**src/logic/tmr_regs.vh**
```
// register offsets, field positions, codes and reset values of the 8-bit wave timer
// assumes inclusion by bare name from the timer design file
`ifndef TMR_REGS_VH
`define TMR_REGS_VH

`define TMR_OFS_CTRL_A 8'h24
`define TMR_OFS_CTRL_B 8'h25
`define TMR_OFS_COUNT 8'h26
`define TMR_OFS_CMP_A 8'h27
`define TMR_OFS_CMP_B 8'h28

`define TMR_RST_BYTE 8'h00
`define TMR_MAX 8'hFF
`define TMR_BOTTOM 8'h00
`define TMR_ONE 8'h01

// control A fields
`define TMR_A_ACT_HI 7
`define TMR_A_ACT_LO 6
`define TMR_B_ACT_HI 5
`define TMR_B_ACT_LO 4
`define TMR_MODE_LO_HI 1
`define TMR_MODE_LO_LO 0
`define TMR_CTRL_A_MASK 8'hF3

// control B fields
`define TMR_FORCE_A 7
`define TMR_FORCE_B 6
`define TMR_MODE_HI 3
`define TMR_CS_HI 2
`define TMR_CS_LO 0
`define TMR_CTRL_B_MASK 8'h0F

// waveform modes
`define TMR_MODE_NORMAL 3'h0
`define TMR_MODE_PC_MAX 3'h1
`define TMR_MODE_CTC 3'h2
`define TMR_MODE_FAST_MAX 3'h3
`define TMR_MODE_PC_CMP 3'h5
`define TMR_MODE_FAST_CMP 3'h7

// output actions
`define TMR_ACT_OFF 2'h0
`define TMR_ACT_TOGGLE 2'h1
`define TMR_ACT_CLEAR 2'h2
`define TMR_ACT_SET 2'h3

// clock select codes
`define TMR_CS_STOP 3'h0
`define TMR_CS_DIV1 3'h1
`define TMR_CS_DIV8 3'h2
`define TMR_CS_DIV64 3'h3
`define TMR_CS_DIV256 3'h4
`define TMR_CS_DIV1024 3'h5
`define TMR_CS_EXT_FALL 3'h6
`define TMR_CS_EXT_RISE 3'h7

// prescaler taps: a tick fires when all low bits of the divider are ones
`define TMR_PRE_W 10
`define TMR_PRE_ZERO 10'h000
`define TMR_PRE_ONE 10'h001
`define TMR_PRE_M8 10'h007
`define TMR_PRE_M64 10'h03F
`define TMR_PRE_M256 10'h0FF
`define TMR_PRE_M1024 10'h3FF

`endif

```
**src/logic/tmr_wave.v**
```verilog
// 8-bit timer/counter with two compare channels, waveform modes and clock select
// assumes a single core clock, synchronous reset, and a cpu port with read data one cycle later
//
// Behaviour
// RL1 - nonzero B action routes wave B to pin
// RL2 - software sets pin direction for wave B
// RL3 - non-pwm B: off, toggle, clear, set
// RL4 - fast pwm B: clear/set on match, opposite at bottom
// RL5 - fast pwm compare equals top: only bottom action
// RL6 - phase pwm B: up-match and down-match act oppositely
// RL7 - phase pwm compare equals top: act at top
// RL8 - unused control bits read as zero
// RL9 - three-bit mode from both control registers
// RL10 - top is max or compare A by mode
// RL11 - compare update and overflow point by mode
// RL12 - force strobe applies match in non-pwm modes
// RL13 - software writes force bits zero in pwm
// RL14 - forced match: no flag, no counter clear
// RL15 - force bits read as zero
// RL16 - clock select: stop, dividers, external edges
// RL17 - external pin counts even when output
// RL18 - counter register read and write
// RL19 - counter write blocks next tick match
// RL20 - compare A checked against counter continuously
// RL21 - channel A toggles in pwm with mode_hi
// RL22 - phase pwm holds top one tick, reverses
// RL23 - single-slope modes wrap top to bottom
// RL24 - prescaler makes one-cycle count enable
`timescale 1ns/1ps
`include "tmr_regs.vh"
`default_nettype none

module tmr_wave (
   input wire core_clk,
   input wire rst,
   input wire [7:0] reg_addr,
   input wire [7:0] reg_wdata,
   input wire reg_wr,
   input wire reg_rd,
   output wire [7:0] reg_rdata,
   input wire ext_count_pin,
   output wire wave_out_a,
   output wire wave_en_a,
   output wire wave_out_b,
   output wire wave_en_b,
   output wire overflow_flag,
   output wire match_a_pulse,
   output wire match_b_pulse
);

   function is_pc;
      input [2:0] m;
      begin
         is_pc = (m == `TMR_MODE_PC_MAX) || (m == `TMR_MODE_PC_CMP);
      end
   endfunction

   function is_fast;
      input [2:0] m;
      begin
         is_fast = (m == `TMR_MODE_FAST_MAX) || (m == `TMR_MODE_FAST_CMP);
      end
   endfunction

   function top_is_cmp;
      input [2:0] m;
      begin
         top_is_cmp = (m == `TMR_MODE_CTC) || (m == `TMR_MODE_PC_CMP) ||
            (m == `TMR_MODE_FAST_CMP);
      end
   endfunction

   reg [7:0] ctrl_a_r;
   reg [3:0] ctrl_b_r;
   reg [7:0] cnt_r;
   reg dir_down_r;
   reg block_r;
   reg [7:0] cmp_buf_a_r;
   reg [7:0] cmp_buf_b_r;
   reg [7:0] cmp_act_a_r;
   reg [7:0] cmp_act_b_r;
   reg [1:0] force_r;
   reg [7:0] rdata_r;
   reg ovf_r;
   reg [1:0] match_r;
   reg [`TMR_PRE_W-1:0] pre_r;
   reg tick_r;
   reg tick_nxt;
   reg ext_s1_r;
   reg ext_s2_r;
   reg ext_s3_r;

   // RL9 mode assembly
   wire [2:0] mode = {ctrl_b_r[`TMR_MODE_HI], ctrl_a_r[`TMR_MODE_LO_HI:`TMR_MODE_LO_LO]};
   wire [2:0] cs = ctrl_b_r[`TMR_CS_HI:`TMR_CS_LO];
   wire pc_mode = is_pc(mode);
   wire pwm_mode = pc_mode | is_fast(mode);
   // RL10 top source
   wire [7:0] top = top_is_cmp(mode) ? cmp_act_a_r : `TMR_MAX;
   wire at_top = (cnt_r == top);
   wire at_bot = (cnt_r == `TMR_BOTTOM);

   wire wr_ctrl_a = reg_wr && (reg_addr == `TMR_OFS_CTRL_A);
   wire wr_ctrl_b = reg_wr && (reg_addr == `TMR_OFS_CTRL_B);
   wire wr_count = reg_wr && (reg_addr == `TMR_OFS_COUNT);
   wire wr_cmp_a = reg_wr && (reg_addr == `TMR_OFS_CMP_A);
   wire wr_cmp_b = reg_wr && (reg_addr == `TMR_OFS_CMP_B);

   // RL20 continuous compare, gated by the count enable
   wire hit_a = tick_r && !block_r && (cnt_r == cmp_act_a_r);
   wire hit_b = tick_r && !block_r && (cnt_r == cmp_act_b_r);

   // RL17 pin sampled regardless of its direction; first stage feeds only the second
   always @(posedge core_clk) begin
      if (rst) begin
         ext_s1_r <= 1'b0;
         ext_s2_r <= 1'b0;
         ext_s3_r <= 1'b0;
      end else begin
         ext_s1_r <= ext_count_pin;
         ext_s2_r <= ext_s1_r;
         ext_s3_r <= ext_s2_r;
      end
   end

   // RL16 clock source decode
   always @* begin
      tick_nxt = 1'b0;
      case (cs)
         `TMR_CS_STOP: tick_nxt = 1'b0;
         `TMR_CS_DIV1: tick_nxt = 1'b1;
         `TMR_CS_DIV8: tick_nxt = ((pre_r & `TMR_PRE_M8) == `TMR_PRE_M8);
         `TMR_CS_DIV64: tick_nxt = ((pre_r & `TMR_PRE_M64) == `TMR_PRE_M64);
         `TMR_CS_DIV256: tick_nxt = ((pre_r & `TMR_PRE_M256) == `TMR_PRE_M256);
         `TMR_CS_DIV1024: tick_nxt = ((pre_r & `TMR_PRE_M1024) == `TMR_PRE_M1024);
         `TMR_CS_EXT_FALL: tick_nxt = ext_s3_r && !ext_s2_r;
         `TMR_CS_EXT_RISE: tick_nxt = ext_s2_r && !ext_s3_r;
         default: tick_nxt = 1'b0;
      endcase
   end

   // RL24 one-cycle count enable; divider free-runs so ticks stay evenly spaced
   always @(posedge core_clk) begin
      if (rst) begin
         pre_r <= `TMR_PRE_ZERO;
         tick_r <= 1'b0;
      end else begin
         pre_r <= pre_r + `TMR_PRE_ONE;
         tick_r <= tick_nxt;
      end
   end

   // control registers; reserved bits are never stored
   always @(posedge core_clk) begin
      if (rst) begin
         ctrl_a_r <= `TMR_RST_BYTE;
         ctrl_b_r <= 4'h0;
         force_r <= 2'b00;
      end else begin
         if (wr_ctrl_a) begin
            ctrl_a_r <= reg_wdata & `TMR_CTRL_A_MASK;
         end
         if (wr_ctrl_b) begin
            ctrl_b_r <= reg_wdata[`TMR_MODE_HI:`TMR_CS_LO];
         end
         // RL12 force strobes only in non-pwm modes
         force_r[0] <= wr_ctrl_b && reg_wdata[`TMR_FORCE_A] && !pwm_mode;
         force_r[1] <= wr_ctrl_b && reg_wdata[`TMR_FORCE_B] && !pwm_mode;
      end
   end

   // compare buffers and the active values the comparator uses
   always @(posedge core_clk) begin
      if (rst) begin
         cmp_buf_a_r <= `TMR_RST_BYTE;
         cmp_buf_b_r <= `TMR_RST_BYTE;
         cmp_act_a_r <= `TMR_RST_BYTE;
         cmp_act_b_r <= `TMR_RST_BYTE;
      end else begin
         if (wr_cmp_a) begin
            cmp_buf_a_r <= reg_wdata;
         end
         if (wr_cmp_b) begin
            cmp_buf_b_r <= reg_wdata;
         end
         // RL11 update point by mode
         if ((!pwm_mode) || (tick_r && at_top && mode != `TMR_MODE_FAST_CMP) ||
             (tick_r && at_bot && mode == `TMR_MODE_FAST_CMP)) begin
            cmp_act_a_r <= cmp_buf_a_r;
            cmp_act_b_r <= cmp_buf_b_r;
         end
      end
   end

   // counter
   always @(posedge core_clk) begin
      if (rst) begin
         cnt_r <= `TMR_RST_BYTE;
         dir_down_r <= 1'b0;
         block_r <= 1'b0;
      end else if (wr_count) begin
         // RL18 direct write
         cnt_r <= reg_wdata;
         // RL19 block the match on the following tick
         block_r <= 1'b1;
      end else if (tick_r) begin
         block_r <= 1'b0;
         if (pc_mode) begin
            // RL22 dual slope, one tick at each turning point
            if (!dir_down_r) begin
               if (at_top) begin
                  dir_down_r <= 1'b1;
                  cnt_r <= cnt_r - `TMR_ONE;
               end else begin
                  cnt_r <= cnt_r + `TMR_ONE;
               end
            end else begin
               if (at_bot) begin
                  dir_down_r <= 1'b0;
                  cnt_r <= cnt_r + `TMR_ONE;
               end else begin
                  cnt_r <= cnt_r - `TMR_ONE;
               end
            end
         end else begin
            dir_down_r <= 1'b0;
            // RL23 wrap at top; forced matches never reach here
            if (at_top) begin
               cnt_r <= `TMR_BOTTOM;
            end else begin
               cnt_r <= cnt_r + `TMR_ONE;
            end
         end
      end
   end

   // overflow and match event pulses
   always @(posedge core_clk) begin
      if (rst) begin
         ovf_r <= 1'b0;
         match_r <= 2'b00;
      end else begin
         // RL11 overflow point by mode
         if (pc_mode) begin
            ovf_r <= tick_r && dir_down_r && at_bot;
         end else if (mode == `TMR_MODE_FAST_CMP) begin
            ovf_r <= tick_r && at_top;
         end else begin
            ovf_r <= tick_r && (cnt_r == `TMR_MAX);
         end
         // RL14 forced matches raise no event
         match_r[0] <= hit_a;
         match_r[1] <= hit_b;
      end
   end

   genvar ch;
   generate
      for (ch = 0; ch < 2; ch = ch + 1) begin : g_ch
         wire [1:0] act = (ch == 0) ? ctrl_a_r[`TMR_A_ACT_HI:`TMR_A_ACT_LO] :
            ctrl_a_r[`TMR_B_ACT_HI:`TMR_B_ACT_LO];
         wire hit = (ch == 0) ? hit_a : hit_b;
         wire [7:0] cmp = (ch == 0) ? cmp_act_a_r : cmp_act_b_r;
         wire cmp_top = (cmp == top);
         // RL21 toggle in pwm exists only on channel A with mode_hi
         wire pwm_tgl = (ch == 0) && (act == `TMR_ACT_TOGGLE) && ctrl_b_r[`TMR_MODE_HI];
         reg wave_r;
         reg en_r;
         always @(posedge core_clk) begin
            if (rst) begin
               wave_r <= 1'b0;
               en_r <= 1'b0;
            end else begin
               // RL1 pin override while action is nonzero
               en_r <= (act != `TMR_ACT_OFF);
               if (!pwm_mode) begin
                  // RL3 non-pwm actions, RL12 force acts like a match
                  if (hit || force_r[ch]) begin
                     case (act)
                        `TMR_ACT_TOGGLE: wave_r <= !wave_r;
                        `TMR_ACT_CLEAR: wave_r <= 1'b0;
                        `TMR_ACT_SET: wave_r <= 1'b1;
                        default: wave_r <= wave_r;
                     endcase
                  end
               end else if (act[1]) begin
                  if (!pc_mode) begin
                     // RL4 match action then opposite at bottom
                     // RL5 compare at top leaves only the bottom action
                     if (hit && !cmp_top) begin
                        wave_r <= act[0];
                     end else if (tick_r && at_top) begin
                        wave_r <= !act[0];
                     end
                  end else begin
                     // RL7 compare at top: act at the top turn
                     if (cmp_top) begin
                        if (tick_r && at_top) begin
                           wave_r <= !act[0];
                        end
                     // RL6 direction picks the action
                     end else if (hit) begin
                        wave_r <= dir_down_r ? !act[0] : act[0];
                     end
                  end
               end else if (pwm_tgl && hit) begin
                  wave_r <= !wave_r;
               end
            end
         end
      end
   endgenerate

   // read port; unmapped addresses answer zero
   always @(posedge core_clk) begin
      if (rst) begin
         rdata_r <= `TMR_RST_BYTE;
      end else if (reg_rd) begin
         case (reg_addr)
            // RL8 reserved bits read zero
            `TMR_OFS_CTRL_A: rdata_r <= ctrl_a_r & `TMR_CTRL_A_MASK;
            // RL15 force bits never stored, read zero
            `TMR_OFS_CTRL_B: rdata_r <= {4'h0, ctrl_b_r};
            `TMR_OFS_COUNT: rdata_r <= cnt_r;
            `TMR_OFS_CMP_A: rdata_r <= cmp_buf_a_r;
            `TMR_OFS_CMP_B: rdata_r <= cmp_buf_b_r;
            default: rdata_r <= `TMR_RST_BYTE;
         endcase
      end else begin
         rdata_r <= `TMR_RST_BYTE;
      end
   end

   assign reg_rdata = rdata_r;
   assign wave_out_a = g_ch[0].wave_r;
   assign wave_en_a = g_ch[0].en_r;
   assign wave_out_b = g_ch[1].wave_r;
   assign wave_en_b = g_ch[1].en_r;
   assign overflow_flag = ovf_r;
   assign match_a_pulse = match_r[0];
   assign match_b_pulse = match_r[1];

endmodule // tmr_wave

`default_nettype wire
```
**config.mk**
```make
export PLATFORM = sky130hd
export DESIGN_NAME = tmr_wave
export DESIGN_NICKNAME = d
export VERILOG_FILES = /design/src/logic/tmr_wave.v
export VERILOG_INCLUDE_DIRS = /design/src /design/src/logic
export SDC_FILE = /design/constraint.sdc
export NUM_CORES = 1
export LEC_CHECK = 0
export BUFFER_PORTS_ARGS = -buffer_cell sky130_fd_sc_hd__buf_2
export CELL_PAD_IN_SITES_DETAIL_PLACEMENT = 2
export CELL_PAD_IN_SITES_GLOBAL_PLACEMENT = 2
export CORE_AREA = 10 10 125 127
export CTS_CLUSTER_DIAMETER = 50
export DETAILED_ROUTE_END_ITERATION = 8
export DIE_AREA = 0 0 135 137
export GPL_ROUTABILITY_DRIVEN = 0
export GPL_TIMING_DRIVEN = 0
export PLACE_DENSITY = 0.9
export SYNTH_ARGS = -nofsm -noshare
export SYNTH_HDL_FRONTEND = slang
export SYNTH_SLANG_ARGS = --single-unit
```
**constraint.sdc**
```tcl
create_clock -name core_clk -period 3.4 [get_ports core_clk]
set_input_delay 0.51 -clock core_clk [delete_from_list [all_inputs] [get_ports core_clk]]
set_output_delay 0.51 -clock core_clk [all_outputs]
set_load 0.01 [all_outputs]
```
After elaboration in Yosys (flattened, before gate mapping):

Cells that the tools add are included.

* register bits: 83
* output and inout port bits: 15
* input bits: 21
* ROM bits: 0
* bits in writable memories: 0
* bits in latches: 0
* memories: 0

* order comparisons: 0
* shift-type cells: 0
* bitwise operators: 3
* add/subtract/negate cells: 3
* div/mod/pow operators: 0
* mux-type cells: 39
* $mul: 0
* reductions and logical operators: 56
* equal/unequal tests: 38

Operator list (number)
* $mux 8: 8
* $eq 8x6->1 const B: 5
* $eq 8x8->1: 5
* $pmux 8 s5: 1
* $mux 1: 27
* $logic_and 1x1->1: 25
* $eq 3x3->1 const B: 7
* $eq 8x8->1 const B: 2
* $eq 3x2->1 const B: 4
* $add 10x1->10 const B: 1
* $eq 10x10->1 const B: 1
* $logic_not 1->1: 10
* $reduce_bool 2->1: 5
* $add 8x1->8 const B: 1
* $eq 2x2->1 const B: 4
* $logic_not 8->1: 1
* $logic_or 1x1->1: 8
* $pmux 1 s8: 1
* $reduce_and 4->1: 2
* $reduce_bool 4->1: 2
* $sub 8x1->8 const B: 1
* $eq 3x1->1 const B: 2
* $eq 6x6->1 const B: 1
* $pmux 1 s3: 2
* other kinds (11): 13

Depth between registers and ports, before layout:

Gate-level depths: netlist of the first run.

* word-level depth: 11
* mapped depth: 11
* depth with buffers taken out: 8

Worst setup path after synthesis of the first run:

Ideal clock, no wire load.

* path type: input to register
* start point: input port reg_addr[4]
* end point: register cnt_r[6]
* path slack: 0.804 ns
* data arrival time: 2.518 ns
* cell stages on the path: 9
* path buffers: 1
* cells stage by stage: or4b_2 nor3b_2 and3b_1 buf_2 and2_1 nand2_1 a21oi_1 mux2i_1 o211ai_1

* cells in the longest elaborated chain, start to end: 3
* elaborated cells between the ends (all ways): 4
* those cells by class: eq/ne: 1; mux: 1; reduce/logical: 2

Ends and longest elaborated chain
* start, declared: line tmr_wave.v:36 `input wire [7:0] reg_addr,`
* $eq 8x6->1 (*)
* $logic_and 1x1->1 (*): line tmr_wave.v:105 `` wire wr_count = reg_wr && (reg_addr == `TMR_OFS_COUNT); ``
* $mux 8 or $reduce_bool 2->1 (tied branches)
* end signal, assigned: line tmr_wave.v:198 `` cnt_r <= `TMR_RST_BYTE; ``
* end signal, assigned: line tmr_wave.v:203 `cnt_r <= reg_wdata;`
* end signal, assigned: line tmr_wave.v:213 `` cnt_r <= cnt_r - `TMR_ONE; ``
* end, declared: line tmr_wave.v:75 `reg [7:0] cnt_r;`

Mark *: on every way between the ends. The rest lies on a longest branch, timed or not.
A chain may end at the register's enable or synchronous reset.

Final worst setup path of the first run:

* start point: register ctrl_a_r[1]
* end point: register cmp_act_b_r[6]

* cells in the longest elaborated chain, start to end: 9
* elaborated cells between the ends (all ways): 19
* those cells by class: eq/ne: 7; mux: 1; bitwise: 1; reduce/logical: 10

Ends and longest elaborated chain
* start, declared: line tmr_wave.v:73 `reg [7:0] ctrl_a_r;`
* start signal, assigned: line tmr_wave.v:156 `` ctrl_a_r <= `TMR_RST_BYTE; ``
* start signal, assigned: line tmr_wave.v:161 `` ctrl_a_r <= reg_wdata & `TMR_CTRL_A_MASK; ``
* $eq 3x2->1 (no source line) or $eq 3x3->1 (tied branches)
* $logic_or 1x1->1 (2 in a row): line tmr_wave.v:68 `` top_is_cmp = (m == `TMR_MODE_CTC) || (m == `TMR_MODE_PC_CMP) || ``
* $mux 8 (no source line)
* $eq 8x8->1: line tmr_wave.v:100 `wire at_top = (cnt_r == top);`
* $logic_and 1x1->1: line tmr_wave.v:187 `` if ((!pwm_mode) || (tick_r && at_top && mode != `TMR_MODE_FAST_CMP) || ``
* $logic_and 1x1->1 (no source line)
* $logic_or 1x1->1: line tmr_wave.v:187
* $logic_or 1x1->1 (*): line tmr_wave.v:187
* end signal, assigned: line tmr_wave.v:178 `` cmp_act_b_r <= `TMR_RST_BYTE; ``
* end signal, assigned: line tmr_wave.v:190 `cmp_act_b_r <= cmp_buf_b_r;`
* end, declared: line tmr_wave.v:81 `reg [7:0] cmp_act_b_r;`

Marked as above.

==> results of run 1 <==
cell families (layout without fill, tap and decap cells):
logic type      Yosys count  count (layout)  synth area share [%]
simple gates            242             242                  26.3
compound gates          135             135                  19.3
flops                    83              83                  36.0
buf+inv                  54             103                  5.09
mux                      30              30                  6.55
xor+xnor                 26              26                  4.93
fa+ha+maj                 7               7                  1.89
worst max-delay path, delay by kind of cell, from the launching register on:
kind                   cells  cell delay, ns
and+or+nand+nor            5            1.64
buffers and inverters      3            0.59
AOI/OAI and AO/OA          2            0.35
DFF                        1            0.31
muxes                      1            0.20
worst max-delay path by stage:
| stage | from | end | depth (start not counted) |
|---|---|---|---|
| after floorplan | reg_addr[4] | cnt_r[6] | 9 |
| after global placement | reg_addr[4] | cnt_r[6] | 10 |
| after detailed placement | reg_addr[4] | cnt_r[6] | 10 |
| after CTS | ctrl_a_r[1] | cmp_act_b_r[6] | 11 |
| after global routing | ctrl_a_r[1] | cmp_act_b_r[6] | 11 |
| final | ctrl_a_r[1] | cmp_act_b_r[6] | 11 |
registers in the layout, summed over array words and instances (netlist names), 2 cells and up:
register	cells
ctrl_a_r	6
cmp_act_b_r	8
pre_r	10
ctrl_b_r	4
reg_rdata	8
match_r	2
cmp_act_a_r	8
cmp_buf_b_r	8
force_r	2
cnt_r	8
cmp_buf_a_r	8
metal layers:
layer	wire (µm)	up-vias	track usage [%]
li1	-	2161	-
met4	931	0	12.0
met2	10400	178	39.9
met5	0	-	0
met1	8430	2494	26.4
met3	1350	66	5.32
layout by cell type (no fill, tap or decap), drive strengths merged, types with 8 or more instances in the layout:
cell type	netlist	routed
dfxtp	83	83
nor2	68	68
nand2	64	64
buf	13	46
a21oi	44	44
nand3	39	39
clkbuf	29	39
mux2i	28	28
o21ai	23	23
xor2	17	17
inv	12	13
nor2b	10	10
nor3	10	10
a22oi	10	10
xnor2	9	9
a211oi	8	8
nor4	8	8
per-stage QoR:
stage / power, W / cell area [µm²] / cells / hold slack (ns)
after floorplan: 0.00105 / 4620 / 577 / 0.414
after global placement: 0.00109 / 5010 / 786 / 0.420
after detailed placement: 0.00110 / 5010 / 786 / 0.452
after CTS: 0.00218 / 5330 / 802 / 0.383
after global routing: 0.00222 / 5330 / 802 / 0.416
final: 0.00217 / 5330 / 802 / 0.382
cell type report:
cell class	count	area [µm²]	share of cell area, %
multi-input cells	440	2730	51.2
flip-flops and latches	83	1660	31.2
clock inverters	6	88.8	1.67
well taps	176	220	4.14
inverters	12	45.0	0.846
clock buffers	10	229	4.30
plain buffers	42	190	3.57
repair buffers	33	165	3.10
power groups by stage:
stage	Combinational [W]	Clock, W	Sequential (W)
2_1_floorplan	0.0000477	0	0.00100
3_3_place_gp	0.0000869	0	0.00100
3_5_place_dp	0.0000937	0	0.00101
4_1_cts	0.0000964	0.00110	0.000984
5_1_grt	0.000105	0.00113	0.000984
6_report	0.0000986	0.00109	0.000984
cells in the mapped netlist, types with 7 or more instances:
| cell | n |
|---|---|
| mux2i_1 | 28 |
| o21ai_0 | 22 |
| ha_1 | 7 |
| a211oi_1 | 8 |
| dfxtp_1 | 83 |
| xnor2_1 | 9 |
| nor4_1 | 7 |
| clkbuf_1 | 29 |
| nor3_1 | 10 |
| nor2_1 | 68 |
| nand2_1 | 64 |
| inv_1 | 12 |
| nor2b_1 | 10 |
| a22oi_1 | 10 |
| xor2_1 | 17 |
| a21oi_1 | 44 |
| nand3_1 | 39 |
==> results by group, run 1 <==
Final layout
  • Layout area overhead: 15.2%
  • Fillers: 1477
  • Nets: 649
  • Ant. Diodes: 0
  • Final core occ: 40.7%
  • Fraction of layout cells with a size suffix above 1: 10.7%

STA
  • Crit path time final: 3.25 ns
  • Final Hold Fails: 0
  • F_max: 0.308 GHz
  • Relative slew slack: 25.1%
  • Final setup violating endpoints: 0
  • Final setup margin: 0.152 ns
  • Final period util: 95.5%
  • Post-route clock skew: 0.00996 ns
  • Worst slew pin tran: 1.11 ns
  • Setup_tns: 0 ns
  • RSZ-0062 raised after global routing: false
  • Slew Limit Fails: 0

Logic synthesis
  • Synth area leader: dfxtp_1
  • Number of enable flip-flop cells after synthesis: 0
  • Syn avg cell area: 8.01 µm²
  • FF+latch count, synth: 83
  • Yosys warnings: 0
  • Post-synthesis sequential area ratio: 36.0%
  • Synth top area cells: dfxtp_1 36%, mux2i_1 6.1%, nor2_1 5.5%
  • Synth cell types: 65
  • Top-area cell type share of the netlist area: 36.0%
  • Synth Net Count: 605
  • Top FF cell, synth: dfxtp_1
  • Async SR Flop Fraction: 0%
  • Mapped cell area: 0.00462 mm²
  • Syn Inst Count: 577

Power
  • Clock power frac: 50.2%
  • Gate power share: 4.5%
  • Net Sw Power: 0.000522 W
  • Peak VDD IR: 0.000277 V
  • Pwr dens: 408 mW/mm²
  • Register share of total power: 45.3%
  • Switching share of power: 24.0%
  • P_int: 0.00165 W
  • P_leak: 1.92 nW

Clock tree
  • CTS resizes: 0
  • # Post-CTS Setup Buffers: 0
  • CTS max path bufs: 2
  • CTS buffer count: 9
  • Worst-Skew Late Latency: 0.36 ns
  • Number of H-tree levels: 3
  • # hold bufs at CTS: 0
  • CTS tree: built
  • Worst-path clk slew: 0.07 ns
  • Root buffer cell: clkbuf_16
  • Clk sinks: 83

Min path
  • Hold depth: 2
  • WHS Endpoint: ext_s1_r
  • Hold wc startpoint: ext_count_pin
  • Worst Hold Class: primary input to register

Setup path
  • Worst Path Max Fanout: 10
  • R2R cell count: 11
  • Reg2reg end: cmp_act_b_r[6]
  • Top cell by count, worst path: buf_6
  • CP Cell Sequence: buf_2 > or3b_4 > nand2_1 > a32oi_1 > nor4b_4 > and2_1 > buf_6 > a31oi_4 > buf_6 > mux2i_1 > nor2_1
  • CP Capture Type: register
  • Req. time, crit path: 3.62 ns
  • Max incr delay on CP: 0.63 ns
  • R2R Setup Slk: 0.15 ns
  • Slowest CP cell: nor4b_4
  • R2R Path Start: ctrl_a_r[1]
  • Crit path DAT: 3.47 ns
  • Crit path kind: register to register
  • Startpoint types: register

Floorplanning
  • Initial Utilization: 35.3%
  • Die Y: 137 µm
  • Rows: 42
  • I/O pin total: 36
  • Die X: 135 µm
  • Die area: 0.0185 mm²
  • Core Box Area: 0.0131 mm²

Routing
  • Remaining routing DRC violations: 0
  • First DRT Iteration DRCs: 354
  • Pre-antenna DRT Iters: 5
  • Wire length per cell: 26.3 µm
  • DRT Wirelength: 21100 µm
  • Via density: 6.11
  • Vias: 4899
  • Post-route antenna net violation count: 0

Global route
  • First-pass GRT wire length: 32900 µm
  • Pin count of the biggest net entering global routing: 15
  • Overall Global Routing Usage: 23.2%
  • Gr ovfl total: 0
  • Vias in the first global route: 5549
  • Initial antenna violation count: 0

Placement
  • Setup WS pre-CTS: 0.0399 ns
  • Port bufs: 33
  • Dpl hpwl: 14500 µm

Flow run
  • Number of max-cap violations: 0

Outcome
  • Status: finished clean
Power figures use the tool's default switching activity.
==> run 2, diff against run 1 <==
- CELL_PAD_IN_SITES_DETAIL_PLACEMENT: 2 -> 0
- CELL_PAD_IN_SITES_GLOBAL_PLACEMENT: 2 -> 1
- CORE_AREA: 10 10 125 127 -> 10 10 147 149
- DIE_AREA: 0 0 135 137 -> 0 0 157 159
- PLACE_DENSITY: 0.9 -> 0.61
==> run 2 against run 1 <==
Effect of this change: power is 3.6% lower; core utilization shrank 12 points; clock skew shrank 0.0049 ns; die area up 35%; count of clock-buffer cells in the layout unchanged; critical path type unchanged; largest power group unchanged.
==> results by group, run 2 (synthesis gave the netlist of run 1 again) <==
Setup path
  • Slowest CP cell: nor4b_4
  • Worst Path Max Fanout: 10
  • Req. time, crit path: 3.61 ns
  • CP Cell Sequence: buf_2 > or3b_4 > nand2_1 > a32oi_1 > nor4b_4 > and2_1 > buf_6 > a31oi_4 > buf_6 > mux2i_1 > nor2_1
  • Crit path kind: register to register
  • Startpoint types: register
  • Crit path DAT: 3.24 ns
  • WP buf/inv: 3
  • Top cell by count, worst path: buf_6
  • Worst path top cell family by delay: simple AND/OR/NAND/NOR gates
  • CP Capture Type: register
  • Max incr delay on CP: 0.58 ns

Final layout
  • Ant. Diodes: 0
  • Layout area overhead: 16.4%
  • Nets: 649
  • Commonest cells after routing, fill and taps aside: 83 x dfxtp_1, 68 x nor2_1, 64 x nand2_1, 44 x a21oi_1, 39 x nand3_1
  • Most flop-heavy register: pre_r
  • Most common cell after layout, fill and taps aside: dfxtp_1
  • Fraction of layout cells with a size suffix above 1: 10.7%
  • Max reg flops: 10

Clock tree
  • Number of H-tree levels: 3
  • CTS max path bufs: 2
  • CTS resizes: 0
  • Worst-path clk slew: 0.06 ns
  • # Post-CTS Setup Buffers: 0
  • CTS tree: built
  • Worst-Skew Late Latency: 0.35 ns
  • Root buffer cell: clkbuf_16
  • Clk sinks: 83
  • # hold bufs at CTS: 0
  • CTS buffer count: 9

STA
  • Final setup margin: 0.371 ns
  • Post-route clock skew: 0.00503 ns
  • Final Hold Fails: 0
  • Crit path time final: 3.03 ns
  • Slew Limit Fails: 0
  • Setup_tns: 0 ns
  • Relative slew slack: 34.0%
  • Final period util: 89.1%
  • Final setup violating endpoints: 0
  • Worst slew pin tran: 0.982 ns
  • F_max: 0.330 GHz
  • RSZ-0062 raised after global routing: false

Power
  • P_leak: 1.91 nW
  • Pwr dens: 390 mW/mm²
  • Clock power frac: 48.7%
  • Gate power share: 4.4%
  • Switching share of power: 24.5%
  • Register share of total power: 46.9%
  • Net Sw Power: 0.000513 W
  • Peak VDD IR: 0.000265 V
  • P_int: 0.00158 W

Routing
  • Vias: 4447
  • First DRT Iteration DRCs: 458
  • Wire length per cell: 18.6 µm
  • Via density: 5.17
  • Remaining routing DRC violations: 0
  • DRT Wirelength: 16000 µm
  • Post-route antenna net violation count: 0
  • Pre-antenna DRT Iters: 6

Floorplanning
  • Die area: 0.0250 mm²
  • I/O pin total: 36
  • Initial Utilization: 24.9%
  • Die X: 157 µm
  • Core Box Area: 0.0186 mm²
  • Die Y: 159 µm
  • Rows: 50

Global route
  • Pin count of the biggest net entering global routing: 16
  • Initial antenna violation count: 0
  • Grt peak-use layer: met2
  • Met2 Usage GRT: 19.4%
  • First-pass GRT wire length: 24100 µm
  • Gr ovfl total: 0
  • Met3 usage: 2.32%
  • Met1 Track Usage GR: 16.3%
  • Vias in the first global route: 4141
  • Overall Global Routing Usage: 12.5%

Flow run
  • Number of max-cap violations: 0

Placement
  • Setup WS pre-CTS: 0.156 ns
  • Dpl hpwl: 12000 µm
  • Port bufs: 33

Outcome
  • Status: finished clean

Min path
  • Worst Hold Class: primary input to register
==> run 2: cell type report <==
type / instances / area [µm²]
fill: 1986 / 13200
multi-input combinational: 440 / 2730
sequential: 83 / 1660
tap: 234 / 293
clock buffer: 10 / 229
buffer: 42 / 190
timing repair buffer: 33 / 165
clock inverter: 6 / 71.3
inverter: 12 / 45.0
==> run 2: worst paths after layout <==
kind | cells after the start | from | slack, ns | to
max | 11 | ctrl_a_r[1] | 0.37 | cmp_act_a_r[7]
max reg2reg | 11 | ctrl_a_r[1] | 0.37 | cmp_act_a_r[7]
min reg2reg | 1 | ext_s1_r | 0.46 | ext_s2_r
min | 2 | ext_count_pin | 0.38 | ext_s1_r
==> run 2: through the flow <==
stage	util [%]	power, W	cells	hold WS, ns	area (µm²)
after floorplan	-	0.00105	577	0.414	4620
after global placement	27.3	0.00110	844	0.439	5080
after detailed placement	27.3	0.00110	844	0.443	5080
after CTS	29.0	0.00211	860	0.370	5380
after global routing	29.0	0.00216	860	0.393	5380
final	29.0	0.00210	860	0.375	5380
==> run 2: routing by layer <==
metal | vias to the layer above | wire (µm)
li1 | 2169 | -
met1 | 2095 | 7350
met4 | 0 | 438
met5 | - | 0
met3 | 23 | 857
met2 | 160 | 7310
==> run 2: power by group through the flow <==
stage	combinational, W	sequential, W	clock, W
final	0.0000920	0.000984	0.00102
after global routing	0.0000994	0.000983	0.00108
after CTS	0.0000914	0.000983	0.00104
after detailed placement	0.0000911	0.00101	0
after global placement	0.0000901	0.00101	0
after floorplan	0.0000477	0.00100	0
